$ cat src/hw/fsp_pkg.sv
package fsp_pkg;

	localparam int unsigned FSP_NUM_IN = 4;
	localparam int unsigned FSP_NUM_OUT = 4;
	localparam int unsigned FSP_ADDR_W = 8;

	localparam logic [7:0] FSP_OFF_CTRL = 8'h00;
	localparam logic [7:0] FSP_OFF_RATE = 8'h04;
	localparam logic [7:0] FSP_OFF_MASTER_DIV = 8'h08;
	localparam logic [7:0] FSP_OFF_PULSE_DIV = 8'h0C;
	localparam logic [7:0] FSP_OFF_PULSE_WIDTH = 8'h10;
	localparam logic [7:0] FSP_OFF_STATUS = 8'h14;
	localparam logic [7:0] FSP_OFF_PERIOD = 8'h18;
	localparam logic [7:0] FSP_OFF_ALIGN_CNT = 8'h1C;

	// control word, bit 15 down to bit 0
	typedef struct packed {
		logic [3:0] out_en;
		logic [3:0] out_role;
		logic [1:0] ref_sel;
		logic [1:0] in_sel;
		logic rsvd;
		logic falling;
		logic sync_mode;
		logic enable;
	} fsp_ctrl_t;

	localparam int unsigned FSP_CTRL_W = 16;
	localparam fsp_ctrl_t FSP_CTRL_RESET = 16'h0000;

	typedef enum logic [3:0] {
		FSP_RATE_PULSE_PER_EVEN_SECOND,
		FSP_RATE_1PPS,
		FSP_RATE_5PPS,
		FSP_RATE_10PPS,
		FSP_RATE_50HZ,
		FSP_RATE_100HZ,
		FSP_RATE_1KHZ,
		FSP_RATE_2KHZ,
		FSP_RATE_4KHZ,
		FSP_RATE_8KHZ
	} fsp_rate_t;

	localparam fsp_rate_t FSP_RATE_RESET = FSP_RATE_1PPS;

	localparam logic [15:0] FSP_MASTER_DIV_RESET = 16'h0001;
	localparam logic [15:0] FSP_PULSE_DIV_RESET = 16'h0008;
	localparam logic [15:0] FSP_PULSE_WIDTH_RESET = 16'h0001;

	localparam int unsigned FSP_STAT_ALIGNED = 0;
	localparam int unsigned FSP_STAT_ARMED = 1;
	localparam int unsigned FSP_STAT_OSC_FAULT = 31;

	typedef struct packed {
		logic rise;
		logic fall;
	} fsp_edge_t;

	typedef enum logic {
		FSP_IDLE,
		FSP_ARMED
	} fsp_state_t;

endpackage : fsp_pkg

$ cat src/hw/fsp_aligner.sv
module fsp_aligner
	import fsp_pkg::*;
(
	input wire logic clock,
	input wire logic rst_n,
	input wire logic psel,
	input wire logic penable,
	input wire logic pwrite,
	input wire logic [FSP_ADDR_W-1:0] paddr,
	input wire logic [31:0] pwdata,
	output logic [31:0] prdata,
	output logic pready,
	output logic pslverr,
	input wire logic [FSP_NUM_IN-1:0] frame_sync_pulse_input,
	input wire logic [FSP_NUM_IN-1:0] associated_ref_clock,
	output logic [FSP_NUM_OUT-1:0] output_pin,
	output logic aligned_output_clock,
	output logic aligned_output_pulse
);

	fsp_ctrl_t ctrl;
	fsp_rate_t rate;
	logic [15:0] channel_master_divider;
	logic [15:0] pulse_div;
	logic [15:0] pulse_width;
	logic [31:0] period_cnt;
	logic [31:0] period;
	logic [31:0] align_count;
	logic aligned;
	fsp_state_t state;
	fsp_state_t next_state;

	fsp_edge_t pulse_edge [FSP_NUM_IN];
	fsp_edge_t ref_edge [FSP_NUM_IN];

	logic sel_edge;
	logic ref_rise;
	logic align_evt;
	logic frame_sync_pulse_enable;

	logic [15:0] half_cnt;
	logic [15:0] pulse_cnt;
	logic [15:0] half_limit;
	logic half_wrap;
	logic out_rise;
	logic [15:0] next_pulse_cnt;

	logic setup;
	logic wr_access;
	logic hit;
	logic [31:0] next_prdata;

	// every pulse input and every reference runs through its own three-register edge sync
	genvar gi;
	generate
		for (gi = 0; gi < FSP_NUM_IN; gi++) begin : g_in
			fsp_edge_sync u_pulse (
				.clock(clock),
				.rst_n(rst_n),
				.pin(frame_sync_pulse_input[gi]),
				.edges(pulse_edge[gi])
			);
			fsp_edge_sync u_ref (
				.clock(clock),
				.rst_n(rst_n),
				.pin(associated_ref_clock[gi]),
				.edges(ref_edge[gi])
			);
		end
	endgenerate

	assign frame_sync_pulse_enable = ctrl.enable;

	// polarity picks the active edge of the chosen pulse input
	assign sel_edge = ctrl.falling ? pulse_edge[ctrl.in_sel].fall
		: pulse_edge[ctrl.in_sel].rise;
	assign ref_rise = ref_edge[ctrl.ref_sel].rise;

	// frame mode waits for the reference; sync mode uses the pulse itself
	assign align_evt = frame_sync_pulse_enable &&
		((ctrl.sync_mode && sel_edge) ||
		(!ctrl.sync_mode && state == FSP_ARMED && ref_rise));

	always_comb begin
		next_state = state;
		unique case (state)
			FSP_IDLE: begin
				if (frame_sync_pulse_enable && !ctrl.sync_mode && sel_edge) begin
					next_state = FSP_ARMED;
				end
			end
			FSP_ARMED: begin
				if (!frame_sync_pulse_enable || ctrl.sync_mode || ref_rise) begin
					next_state = FSP_IDLE;
				end
			end
		endcase
	end

	always_ff @(posedge clock or negedge rst_n) begin
		if (!rst_n) begin
			state <= FSP_IDLE;
		end else begin
			state <= next_state;
		end
	end

	// a divider of zero would stall the clock, so it acts as one
	assign half_limit = (channel_master_divider == 16'h0000) ? 16'h0000
		: channel_master_divider - 16'h0001;
	assign half_wrap = (half_cnt == half_limit);
	assign out_rise = half_wrap && !aligned_output_clock;
	assign next_pulse_cnt = (pulse_cnt >= pulse_div - 16'h0001) ? 16'h0000
		: pulse_cnt + 16'h0001;

	always_ff @(posedge clock or negedge rst_n) begin
		if (!rst_n) begin
			half_cnt <= 16'h0000;
			aligned_output_clock <= 1'b0;
		end else if (align_evt) begin
			half_cnt <= 16'h0000;
			aligned_output_clock <= 1'b1;
		end else if (half_wrap) begin
			half_cnt <= 16'h0000;
			aligned_output_clock <= ~aligned_output_clock;
		end else begin
			half_cnt <= half_cnt + 16'h0001;
		end
	end

	// the pulse period is a whole number of output clock periods, so the
	// two stay integer related whatever rate the input pulse has
	always_ff @(posedge clock or negedge rst_n) begin
		if (!rst_n) begin
			pulse_cnt <= 16'h0000;
			aligned_output_pulse <= 1'b0;
		end else if (align_evt) begin
			pulse_cnt <= 16'h0000;
			aligned_output_pulse <= (pulse_width != 16'h0000);
		end else if (out_rise) begin
			pulse_cnt <= next_pulse_cnt;
			aligned_output_pulse <= (next_pulse_cnt < pulse_width);
		end
	end

	generate
		for (gi = 0; gi < FSP_NUM_OUT; gi++) begin : g_out
			always_ff @(posedge clock or negedge rst_n) begin
				if (!rst_n) begin
					output_pin[gi] <= 1'b0;
				end else if (!ctrl.out_en[gi]) begin
					output_pin[gi] <= 1'b0;
				end else begin
					output_pin[gi] <= ctrl.out_role[gi] ? aligned_output_pulse
						: aligned_output_clock;
				end
			end
		end
	endgenerate

	// period of the chosen pulse in system cycles; for slow rates the count saturates, and a saturated count then stores a period of zero
	always_ff @(posedge clock or negedge rst_n) begin
		if (!rst_n) begin
			period_cnt <= 32'h00000000;
			period <= 32'h00000000;
		end else if (sel_edge) begin
			period_cnt <= 32'h00000000;
			period <= period_cnt + 32'h00000001;
		end else if (period_cnt != 32'hFFFFFFFF) begin
			period_cnt <= period_cnt + 32'h00000001;
		end
	end

	always_ff @(posedge clock or negedge rst_n) begin
		if (!rst_n) begin
			aligned <= 1'b0;
		end else if (!frame_sync_pulse_enable) begin
			aligned <= 1'b0;
		end else if (align_evt) begin
			aligned <= 1'b1;
		end
	end

	// apb slave: no wait states, errors on unmapped or misaligned address
	assign setup = psel && !penable;
	assign wr_access = psel && penable && pwrite;
	assign pready = 1'b1;
	assign pslverr = psel && penable && !hit;

	always_comb begin
		hit = 1'b1;
		next_prdata = 32'h00000000;
		unique case (paddr)
			FSP_OFF_CTRL: next_prdata = {16'h0000, ctrl};
			FSP_OFF_RATE: next_prdata = {28'h0000000, rate};
			FSP_OFF_MASTER_DIV: next_prdata = {16'h0000, channel_master_divider};
			FSP_OFF_PULSE_DIV: next_prdata = {16'h0000, pulse_div};
			FSP_OFF_PULSE_WIDTH: next_prdata = {16'h0000, pulse_width};
			FSP_OFF_STATUS: begin
				next_prdata[FSP_STAT_ALIGNED] = aligned;
				next_prdata[FSP_STAT_ARMED] = (state == FSP_ARMED);
				next_prdata[FSP_STAT_OSC_FAULT] = 1'b0;
			end
			FSP_OFF_PERIOD: next_prdata = period;
			FSP_OFF_ALIGN_CNT: next_prdata = align_count;
			default: hit = 1'b0;
		endcase
	end

	// read data is caught in the setup cycle so it stands for the access
	always_ff @(posedge clock or negedge rst_n) begin
		if (!rst_n) begin
			prdata <= 32'h00000000;
		end else if (setup) begin
			prdata <= next_prdata;
		end
	end

	always_ff @(posedge clock or negedge rst_n) begin
		if (!rst_n) begin
			ctrl <= FSP_CTRL_RESET;
			rate <= FSP_RATE_RESET;
			channel_master_divider <= FSP_MASTER_DIV_RESET;
			pulse_div <= FSP_PULSE_DIV_RESET;
			pulse_width <= FSP_PULSE_WIDTH_RESET;
		end else if (wr_access) begin
			unique case (paddr)
				FSP_OFF_CTRL: begin
					ctrl <= pwdata[FSP_CTRL_W-1:0];
					ctrl.rsvd <= 1'b0;
				end
				FSP_OFF_RATE: rate <= fsp_rate_t'(pwdata[3:0]);
				FSP_OFF_MASTER_DIV: channel_master_divider <= pwdata[15:0];
				FSP_OFF_PULSE_DIV: pulse_div <= pwdata[15:0];
				FSP_OFF_PULSE_WIDTH: pulse_width <= pwdata[15:0];
				default: ;
			endcase
		end
	end

	// a write clears the count; an alignment in that cycle still counts
	always_ff @(posedge clock or negedge rst_n) begin
		if (!rst_n) begin
			align_count <= 32'h00000000;
		end else if (wr_access && paddr == FSP_OFF_ALIGN_CNT) begin
			align_count <= align_evt ? 32'h00000001 : 32'h00000000;
		end else if (align_evt) begin
			align_count <= align_count + 32'h00000001;
		end
	end

	property p_sync_align;
		@(posedge clock) disable iff (!rst_n)
		(ctrl.enable && ctrl.sync_mode && sel_edge)
			|=> aligned_output_clock && half_cnt == 16'h0000;
	endproperty
	a_sync_align: assert property (p_sync_align)
		else $error("sync edge did not restart output clock");

	property p_frame_arm;
		@(posedge clock) disable iff (!rst_n)
		(ctrl.enable && !ctrl.sync_mode && sel_edge && state == FSP_IDLE)
			|=> state == FSP_ARMED;
	endproperty
	a_frame_arm: assert property (p_frame_arm)
		else $error("frame edge did not arm alignment");

	property p_frame_wait;
		@(posedge clock) disable iff (!rst_n)
		(state == FSP_IDLE && !ctrl.sync_mode) |-> !align_evt;
	endproperty
	a_frame_wait: assert property (p_frame_wait)
		else $error("frame alignment before reference edge");

	property p_frame_fire;
		@(posedge clock) disable iff (!rst_n)
		(state == FSP_ARMED && ctrl.enable && !ctrl.sync_mode && ref_rise)
			|=> aligned_output_clock && state == FSP_IDLE && aligned;
	endproperty
	a_frame_fire: assert property (p_frame_fire)
		else $error("reference edge did not align outputs");

	property p_disabled_quiet;
		@(posedge clock) disable iff (!rst_n)
		!ctrl.enable |=> !aligned && $stable(align_count) || $past(wr_access);
	endproperty
	a_disabled_quiet: assert property (p_disabled_quiet)
		else $error("alignment while disabled");

	property p_polarity;
		@(posedge clock) disable iff (!rst_n)
		(ctrl.sync_mode && ctrl.falling && pulse_edge[ctrl.in_sel].rise)
			|-> !align_evt;
	endproperty
	a_polarity: assert property (p_polarity)
		else $error("wrong pulse edge used for alignment");

	property p_pulse_on_align;
		@(posedge clock) disable iff (!rst_n)
		(align_evt && pulse_width != 16'h0000) |=> aligned_output_pulse
			##1 (aligned_output_pulse || $past(out_rise) || $past(align_evt));
	endproperty
	a_pulse_on_align: assert property (p_pulse_on_align)
		else $error("output pulse missing after alignment");

	property p_pin_route;
		@(posedge clock) disable iff (!rst_n)
		(ctrl.out_en[0] && ctrl.out_role[0])
			|=> output_pin[0] == $past(aligned_output_pulse);
	endproperty
	a_pin_route: assert property (p_pin_route)
		else $error("pulse not routed to selected pin");

	property p_count;
		@(posedge clock) disable iff (!rst_n)
		(align_evt && !wr_access) |=> align_count == $past(align_count) + 1;
	endproperty
	a_count: assert property (p_count)
		else $error("alignment count did not advance");

	property p_falling_align;
		@(posedge clock) disable iff (!rst_n)
		(ctrl.enable && ctrl.sync_mode && ctrl.falling
			&& pulse_edge[ctrl.in_sel].fall) |-> align_evt;
	endproperty
	a_falling_align: assert property (p_falling_align)
		else $error("falling sync edge did not align");

	// a disabled channel must drop a pending frame arm at once
	property p_disabled_idle;
		@(posedge clock) disable iff (!rst_n)
		!ctrl.enable |=> state == FSP_IDLE;
	endproperty
	a_disabled_idle: assert property (p_disabled_idle)
		else $error("alignment stayed armed while disabled");

endmodule : fsp_aligner

$ cat src/hw/fsp_edge_sync.sv
module fsp_edge_sync
	import fsp_pkg::*;
(
	input wire logic clock,
	input wire logic rst_n,
	input wire logic pin,
	output fsp_edge_t edges
);

	logic meta;
	logic stable;
	logic last;

	// meta is read by stable alone; edges come from the later stages
	always_ff @(posedge clock or negedge rst_n) begin
		if (!rst_n) begin
			meta <= 1'b0;
			stable <= 1'b0;
			last <= 1'b0;
		end else begin
			meta <= pin;
			stable <= meta;
			last <= stable;
		end
	end

	assign edges.rise = stable & ~last;
	assign edges.fall = ~stable & last;

	property p_rise_single;
		@(posedge clock) disable iff (!rst_n)
		edges.rise |=> !edges.rise && !edges.fall;
	endproperty
	a_rise_single: assert property (p_rise_single)
		else $error("edge pulse lasted more than one cycle");

endmodule : fsp_edge_sync

$ cat config.mk
export PLATFORM = sky130hd
export DESIGN_NAME = fsp_aligner
export DESIGN_NICKNAME = d
export VERILOG_FILES = /design/src/hw/fsp_pkg.sv /design/src/hw/fsp_aligner.sv /design/src/hw/fsp_edge_sync.sv
export SDC_FILE = /design/constraint.sdc
export NUM_CORES = 1
export LEC_CHECK = 0
export BUFFER_PORTS_ARGS = -buffer_cell sky130_fd_sc_hd__buf_2
export CORE_ASPECT_RATIO = 1.75
export CORE_UTILIZATION = 25
export CTS_CLUSTER_DIAMETER = 200
export CTS_CLUSTER_SIZE = 25
export DETAILED_ROUTE_END_ITERATION = 12
export SYNTH_ARGS = -nofsm -noshare
export SYNTH_HDL_FRONTEND = slang
export SYNTH_SLANG_ARGS = --single-unit
$ cat constraint.sdc
create_clock -name clock -period 4.8 [get_ports clock]
set_clock_uncertainty 0.2 [all_clocks]
set_input_delay 0.72 -clock clock [delete_from_list [all_inputs] [get_ports clock]]
set_output_delay 0.72 -clock clock [all_outputs]
set_load 0.005 [all_outputs]
==> summary.txt, run 1 <==
Run status
  • Result of the run: complete, no violations

Timing
  • Max-slew headroom: approximately 27%
  • Least-Margin Pin Slew: ~1100 ps
  • Worst setup slack after layout: between 150 and 200 ps
  • Final Slew Violations: 0
  • Peak Freq: between 0.2 and 0.25 GHz
  • Final critical delay including setup and external delays: about 4600 ps
  • Final number of hold-violating endpoints: 0
  • Final cycle utilization of the critical path: about 96%
  • Final setup violation count: 0
  • Worst-case hold slack: approximately 46 ps

Clock tree
  • Maximum buffer depth of the clock tree: 3
  • CTS tree: yes
  • Clock transition at the registers of the reported paths: ~110 ps
  • Worst skew pair latency: slightly above 500 ps
  • Count of hold buffers inserted by post-cts repair: 0
  • Clock sink count: approximately 260
  • Clock buffers created by TritonCTS: 14
  • Clk Tree Root Cell: sky130_fd_sc_hd__clkbuf_16
  • CTS H-tree lvls: 1

Run
  • Max-capacitance violation count: 0

Synth
  • Average cell area after synthesis: 9.66 um2
  • Share of synthesized area occupied by flip-flops and latches: a little under 50%
  • Fraction of registers with async set/reset: between 90% and 100%
  • Library cells used by synthesis: 72
  • Count of flip-flops with a built-in enable after synthesis: 0
  • Flip-flop and latch count after synthesis: between 200 and 300
  • Combined area of all synthesized cells: roughly 0.013 mm2
  • Synthesized instance count: between 1000 and 1500
  • Most area-hungry cell type in the Yosys netlist: sky130_fd_sc_hd__dfrtp_1
  • Number of warning messages in the yosys log: 0
  • Cell types with the largest area share after synthesis: sky130_fd_sc_hd__dfrtp_1 (47%), sky130_fd_sc_hd__mux2_2 (4.4%), sky130_fd_sc_hd__a21oi_1 (3.8%)
  • Number of nets produced by synthesis: ~1500
  • Synth Flop Type: sky130_fd_sc_hd__dfrtp_1
  • Fraction of synthesized cell area taken by the top area cell type: between 40% and 50%

Place
  • HPWL after detailed placement: between 30 and 40 mm
  • Placer Congestion: a little over 0.9
  • IO Port Bufs: 75
  • Worst setup slack after placement: -402 ps

Power and ir drop
  • VDD IR max: roughly 0.17 mV
  • Leakage power: around 7 nW
  • Pwr/cell area: ~330 mW/mm2
  • Total Power Consumption: ~0.0051 W

Critical path
  • Data arrival, critical path: slightly below 5000 ps
  • Worst Setup Path Type: flip-flop to flip-flop
  • Worst Path Max Fanout: 14
  • Worst Setup End Kind: flip-flop
  • Logic depth of the worst register-to-register path: 20
  • Worst EP required: roughly 5000 ps
  • Startpoint class of the critical path: flip-flop

GRT
  • Aggregate global-route resource usage: ~15%
  • Largest net degree at the start of global routing: about 110
  • Wire length of the first global-routing pass: 64.3 mm
  • Global route total overflow: 0
  • Number of global-route vias before repair: about 11000
  • Number of antenna violations at the first check in global routing: 4

Route
  • Routed length on met1: about 15 mm
  • Drt first pass iters: 7
  • Residual DRC: 0
  • Drt initial violations: roughly 860
  • Length of routed met2 wiring: around 23 mm
  • Number of vias in the routed layout: about 11000
  • Via-to-Cell Ratio: approximately 5
  • Highest layer used for signal routing: met5
  • Mean routed wirelength per cell: 19.1 um
  • Antenna violation net count after detailed routing: 0
  • Routed Wire Length: just over 40 mm
  • Met3 Routed Length: between 1.5 and 2 mm

Die
  • Die extent in y: just over 300 um
  • Placeable core region: approximately 0.053 mm2
  • Total die area: about 0.055 mm2
  • Starting utilization of the core area: 25.3%
  • Die Span X: ~180 um
  • Top-Level Pins: 93
  • Site Rows: roughly 110

Final layout
  • Number of nets in the layout: around 1600
  • Layout area overhead: 14.5%
  • Ratio of cells with drive above 1 in the final layout: between 10% and 20%

Hold path
  • Class of the most critical hold timing path: input port to asynchronous set/reset pin
where the power goes:
part	total [W]	internal [W]	switching (W)
combinational	0.00111	0.000446	0.000660
clock	0.00133	0.000585	0.000749
sequential	0.00265	0.00239	0.000257
total	0.00509	0.00343	0.00167
metrics by stage:
stage                     util (%)  TNS [ps]  cells  area [um2]
after floorplan                  -         0   1395       13500
after global placement        27.9      -177   2132       14900
after detailed placement      27.9      -402   2132       14900
after CTS                     28.7         0   2152       15300
after global routing          29.0     -21.4   2156       15400
final                         29.0         0   2156       15400
synth_stat cells (all sizes together) (9+ instances only):
cell	count
a21o	11
nand4	17
ha	37
nor2	124
clkbuf	59
or3	14
a21oi	102
nand3	54
xor2	51
and2	10
inv	44
mux2i	9
dfrtp	255
nor4	17
nor2b	17
a22oi	43
nor3	43
xnor2	54
mux2	53
and3	29
nand2	122
buf	21
o21ai	85
cell usage in the layout (no fill, tap or decap), types with 44 or more instances in the layout:
master,n
sky130_fd_sc_hd__buf_4,57
sky130_fd_sc_hd__inv_1,44
sky130_fd_sc_hd__buf_2,74
sky130_fd_sc_hd__nand3_1,54
sky130_fd_sc_hd__nor2_1,121
sky130_fd_sc_hd__xor2_1,51
sky130_fd_sc_hd__nand2_1,122
sky130_fd_sc_hd__o21ai_0,83
sky130_fd_sc_hd__xnor2_1,54
sky130_fd_sc_hd__dfrtp_1,255
sky130_fd_sc_hd__a21oi_1,101
sky130_fd_sc_hd__mux2_2,53
critical path, stage by stage (launching register included):
cell and delay (ps):
sky130_fd_sc_hd__dfrtp_1 420, sky130_fd_sc_hd__nor4_4 320, sky130_fd_sc_hd__nor2b_4 200, sky130_fd_sc_hd__nand2_1 100
sky130_fd_sc_hd__nor2_2 160, sky130_fd_sc_hd__nand2_1 100, sky130_fd_sc_hd__buf_4 150, sky130_fd_sc_hd__xor2_1 150
sky130_fd_sc_hd__ha_1 320, sky130_fd_sc_hd__and4_1 190, sky130_fd_sc_hd__o31ai_1 80, sky130_fd_sc_hd__a21oi_2 240
sky130_fd_sc_hd__buf_4 300, sky130_fd_sc_hd__nor3_2 90, sky130_fd_sc_hd__ha_1 300, sky130_fd_sc_hd__nand3_1 120
sky130_fd_sc_hd__nor2_1 130, sky130_fd_sc_hd__nand2_1 100, sky130_fd_sc_hd__nor4_1 410, sky130_fd_sc_hd__a2111oi_2 130
sky130_fd_sc_hd__o31a_1 290
routing by layer:
layer / vias to the layer above / track usage, %
li1: 5074 / -
met2: 316 / 29.3
met4: 2 / 8.27
met5: - / 0
met3: 119 / 1.59
met1: 5465 / 15.8
kinds of logic (layout without fill, tap and decap cells):
family	after synthesis	count (layout)	share of synthesized area, %
other	1	2	0.0278
AOI/OAI and AO/OA	308	308	14.2
and+or+nand+nor	498	498	18.3
muxes	63	63	5.27
adders and majority gates	37	37	3.44
xor gates and xnor gates	105	105	6.83
DFF	259	259	48.1
buffers and inverters	124	200	3.74
path summary, 6_finish.rpt:
path	start	slack, ps	end
worst max-delay path	pulse_div[5]	200	aligned_output_pulse
worst min-delay path	rst_n	50	output_pin[1]
worst max register to register	pulse_div[5]	200	aligned_output_pulse
worst min register to register	g_in[0].u_pulse.meta	140	g_in[0].u_pulse.stable
max in group asynchronous	rst_n	3280	rate[0]
min in group clock	frame_sync_pulse_input[2]	110	g_in[2].u_pulse.meta
final cells by class:
class / count / area, um2
diodes: 1 / 2.50
clock inverters: 1 / 16.3
well taps: 684 / 856
clock buffers: 19 / 390
flip-flops and latches: 259 / 6490
inverters: 44 / 165
fillers: 5537 / 37800
multi-input cells: 1012 / 6630
repair buffers: 136 / 876
state kept, by name (all words and copies together), names as in the netlist:
register and flops:
g_in.u_ref.stable 4, output_pin 4, prdata 32, half_cnt 16
aligned_output_clock 1, state 1, channel_master_divider 16, rate 4
frame_sync_pulse_enable 1, align_count 32, g_in.u_pulse.meta 4, aligned 1
g_in.u_ref.meta 4, g_in.u_ref.last 4, pulse_div 16, period 32
ctrl 14, period_cnt 32, aligned_output_pulse 1, g_in.u_pulse.stable 4
pulse_width 16, pulse_cnt 16, g_in.u_pulse.last 4
what timing repair did:
item | in CTS | in global routing
hold endpoints to repair | 0 | 0
setup buffers | 0 | 2
gates resized for setup | 10 | 22
pin swaps | 0 | 5
gates cloned | 0 | 1
endpoints found under the setup margin | 1 | 1
(Power assumes the default switching activity.)
==> inputs of run 2 (changes only) <==
Settings changed: CORE_MARGIN set to 1.5.
==> run 2 against run 1 <==
Effect of this change:
- sequential power about the same
- total power decreased by 0.12%
- global-route usage increased by 0.058 points
- cell count increased by 0.32%
- register-to-register slack got worse by 110 ps
==> summary.txt, run 2 (synthesis results as in run 1) <==
GRT
  • GR met3 Demand/Resource: 1.71% (+0.13 points)
  • Largest net degree at the start of global routing: 103 (-3.7%)
  • Number of global-route vias before repair: 11300 (+0.61%)
  • Number of antenna violations at the first check in global routing: 3 (-1)
  • Wire length of the first global-routing pass: 65.0 mm (+1.0%)
  • Aggregate global-route resource usage: 15.3% (+0.058 points)
  • Global route hottest layer: met2
  • GR Util met2: 29.2% (-0.074 points)
  • GR Util met1: 15.6% (-0.22 points)
  • Global route total overflow: 0 (unchanged)

Final layout
  • Post-route core utilization: 29.4% (+0.45 points)
  • Leading cell type in the layout, fill and taps excluded: sky130_fd_sc_hd__dfrtp_1
  • Top library cells by usage in the layout, fill and taps aside: sky130_fd_sc_hd__dfrtp_1 (255), sky130_fd_sc_hd__nand2_1 (121), sky130_fd_sc_hd__nor2_1 (121)
  • Count of filler cells inserted in the layout: 5561 (+0.43%)
  • Number of antenna repair diodes: 0 (-1)
  • Combined area of the multi-input logic cells: 0.00681 mm2 (+2.7%)
  • Number of nets in the layout: 1564 (+0.45%)
  • FF/Latch Area: 0.00649 mm2 (unchanged)
  • Final design instance area without fill: 0.0157 mm2 (+1.6%)
  • Ratio of cells with drive above 1 in the final layout: 18.3% (+1.4 points)
  • Layout area overhead: 16.3%

Timing
  • Final number of hold-violating endpoints: 0 (unchanged)
  • Max-slew headroom: 16.9% (-10 points)
  • Least-Margin Pin Slew: 1240 ps (+156 ps)
  • RSZ-0062 raised after global routing: true
  • Final setup violation count: 0 (unchanged)
  • Final Slew Violations: 0 (unchanged)
  • Final cycle utilization of the critical path: 98.2% (+2.3 points)
  • Worst-case hold slack: 28.8 ps (-17.4 ps)
  • Peak Freq: 0.212 GHz (-2.3%)
  • Final critical delay including setup and external delays: 4710 ps (+110 ps)

Run status
  • Result of the run: complete, no violations

Run
  • Max-capacitance violation count: 0 (unchanged)

Critical path
  • Worst Setup Path Type: flip-flop to flip-flop
  • Data arrival, critical path: 5000 ps (+190 ps)
  • Worst EP required: 5090 ps (+80 ps)
  • Worst Setup End Kind: flip-flop
  • Reg2reg setup slack: 90 ps (-110 ps)
  • Startpoint class of the critical path: flip-flop
  • Worst Path Max Fanout: 3 (-11)

Power and ir drop
  • Leakage power: 6.98 nW (about the same)
  • Pwr/cell area: 325 mW/mm2 (-1.7%)
  • Total Power Consumption: 0.00509 W (-0.12%)
  • VDD IR max: 0.196 mV (+17%)

Die
  • Starting utilization of the core area: 25.3% (unchanged)
  • Top-Level Pins: 93 (unchanged)
  • Total die area: 0.0553 mm2 (+0.89%)
  • Die extent in y: 310 um (+0.32%)
  • Placeable core region: 0.0533 mm2 (unchanged)
  • Site Rows: 112 (unchanged)
  • Die Span X: 178 um (+0.56%)

Clock tree
  • Count of hold buffers inserted by post-cts repair: 0 (unchanged)
  • Worst skew pair latency: 540 ps (+30 ps)
  • Clk Tree Root Cell: sky130_fd_sc_hd__clkbuf_16
  • CTS tree: yes
  • Clock buffers created by TritonCTS: 14 (unchanged)
  • Clock transition at the registers of the reported paths: 120 ps (about the same)
  • CTS H-tree lvls: 1 (unchanged)
  • Maximum buffer depth of the clock tree: 3 (unchanged)
  • Clock sink count: 259 (unchanged)

Route
  • Routed Wire Length: 42.2 mm (+2.5%)
  • Number of vias in the routed layout: 11000 (+0.027%)
  • Residual DRC: 0 (unchanged)
  • Drt initial violations: 861 (+0.70%)
  • Drt first pass iters: 5 (-2)
  • Via-to-Cell Ratio: 5.08 (-0.30%)
  • Antenna violation net count after detailed routing: 0 (unchanged)
  • Mean routed wirelength per cell: 19.5 um (+2.2%)

Place
  • HPWL after detailed placement: 31.6 mm (+2.4%)
  • Placer Congestion: 0.922 (+0.85%)
  • IO Port Bufs: 75 (unchanged)
  • Placement Cell Area: 0.0149 mm2 (about the same)

Hold path
  • Class of the most critical hold timing path: input port to asynchronous set/reset pin
==> run 2: cell count changes in the layout (fill, tap and decap cells not counted), moves of 4 or more <==
cell                      change
sky130_fd_sc_hd__nor3_4       +9
sky130_fd_sc_hd__buf_4        +7
sky130_fd_sc_hd__nor3_2       -7
sky130_fd_sc_hd__a21oi_1      -4
sky130_fd_sc_hd__a21oi_2      +4
sky130_fd_sc_hd__ha_1         -4
sky130_fd_sc_hd__ha_4         +4
==> run 2: area by class of cell <==
type / instances / share of cell area [%]
Timing Repair Buffer: 143 / 6.01
Clock inverter: 2 / 0.208
Inverter: 44 / 1.05
Clock buffer: 19 / 2.36
Multi-Input combinational cell: 1012 / 43.5
Sequential cell: 259 / 41.4
Tap cell: 684 / 5.46
==> run 2: final timing paths <==
path	start	endpoint	cells after the start
setup / recovery	pulse_div[5]	aligned_output_pulse	22
hold / removal	rst_n	output_pin[3]	1
setup reg to reg	pulse_div[5]	aligned_output_pulse	22
hold reg to reg	g_in[0].u_pulse.meta	g_in[0].u_pulse.stable	0
max in group asynchronous	rst_n	pulse_cnt[12]	2
min in group clock	associated_ref_clock[2]	g_in[2].u_ref.meta	1
==> run 2: routing by layer <==
metal,up-vias,wire length [um]
li1,5088,-
met1,5480,14600
met2,295,23200
met3,114,1700
met4,2,2680
met5,-,13
==> run 2: timing repair <==
action                                  4_1_cts  5_1_grt
pin swaps                                     1       21
gates cloned                                  0        2
setup buffers                                 0        6
endpoints found under the setup margin        1        1
resized for setup                            14       48
endpoints found under the hold margin         0        0
==> run 2: per-stage QoR <==
stage	std cells	setup slack (ps)	setup TNS (ps)
2_1_floorplan	1395	148	0
3_3_place_gp	2134	-132	-132
3_5_place_dp	2134	-507	-507
4_1_cts	2155	116	0
5_1_grt	2163	-175	-175
6_report	2163	86.0	0
==> run 2: critical path, cell delays in order (launching register included) <==
cell	delay [ps]
sky130_fd_sc_hd__dfrtp_1	430
sky130_fd_sc_hd__nor4_4	320
sky130_fd_sc_hd__nor2b_4	200
sky130_fd_sc_hd__nand2_2	70
sky130_fd_sc_hd__buf_4	160
sky130_fd_sc_hd__nor3_4	240
sky130_fd_sc_hd__xnor2_2	100
sky130_fd_sc_hd__ha_1	330
sky130_fd_sc_hd__a21o_1	170
sky130_fd_sc_hd__a21o_1	190
sky130_fd_sc_hd__a21oi_2	150
sky130_fd_sc_hd__a21oi_2	80
sky130_fd_sc_hd__buf_4	160
sky130_fd_sc_hd__buf_4	140
sky130_fd_sc_hd__nor3_4	190
sky130_fd_sc_hd__ha_1	260
sky130_fd_sc_hd__o21a_1	180
sky130_fd_sc_hd__nor2_2	130
sky130_fd_sc_hd__nor4_2	70
sky130_fd_sc_hd__a211oi_1	180
sky130_fd_sc_hd__o221ai_1	170
sky130_fd_sc_hd__a2111oi_2	400
sky130_fd_sc_hd__o31a_1	160
==> run 2: report_power, final <==
group	switching [W]	internal, W
clock	0.000766	0.000561
sequential	0.000252	0.00239
combinational	0.000664	0.000448
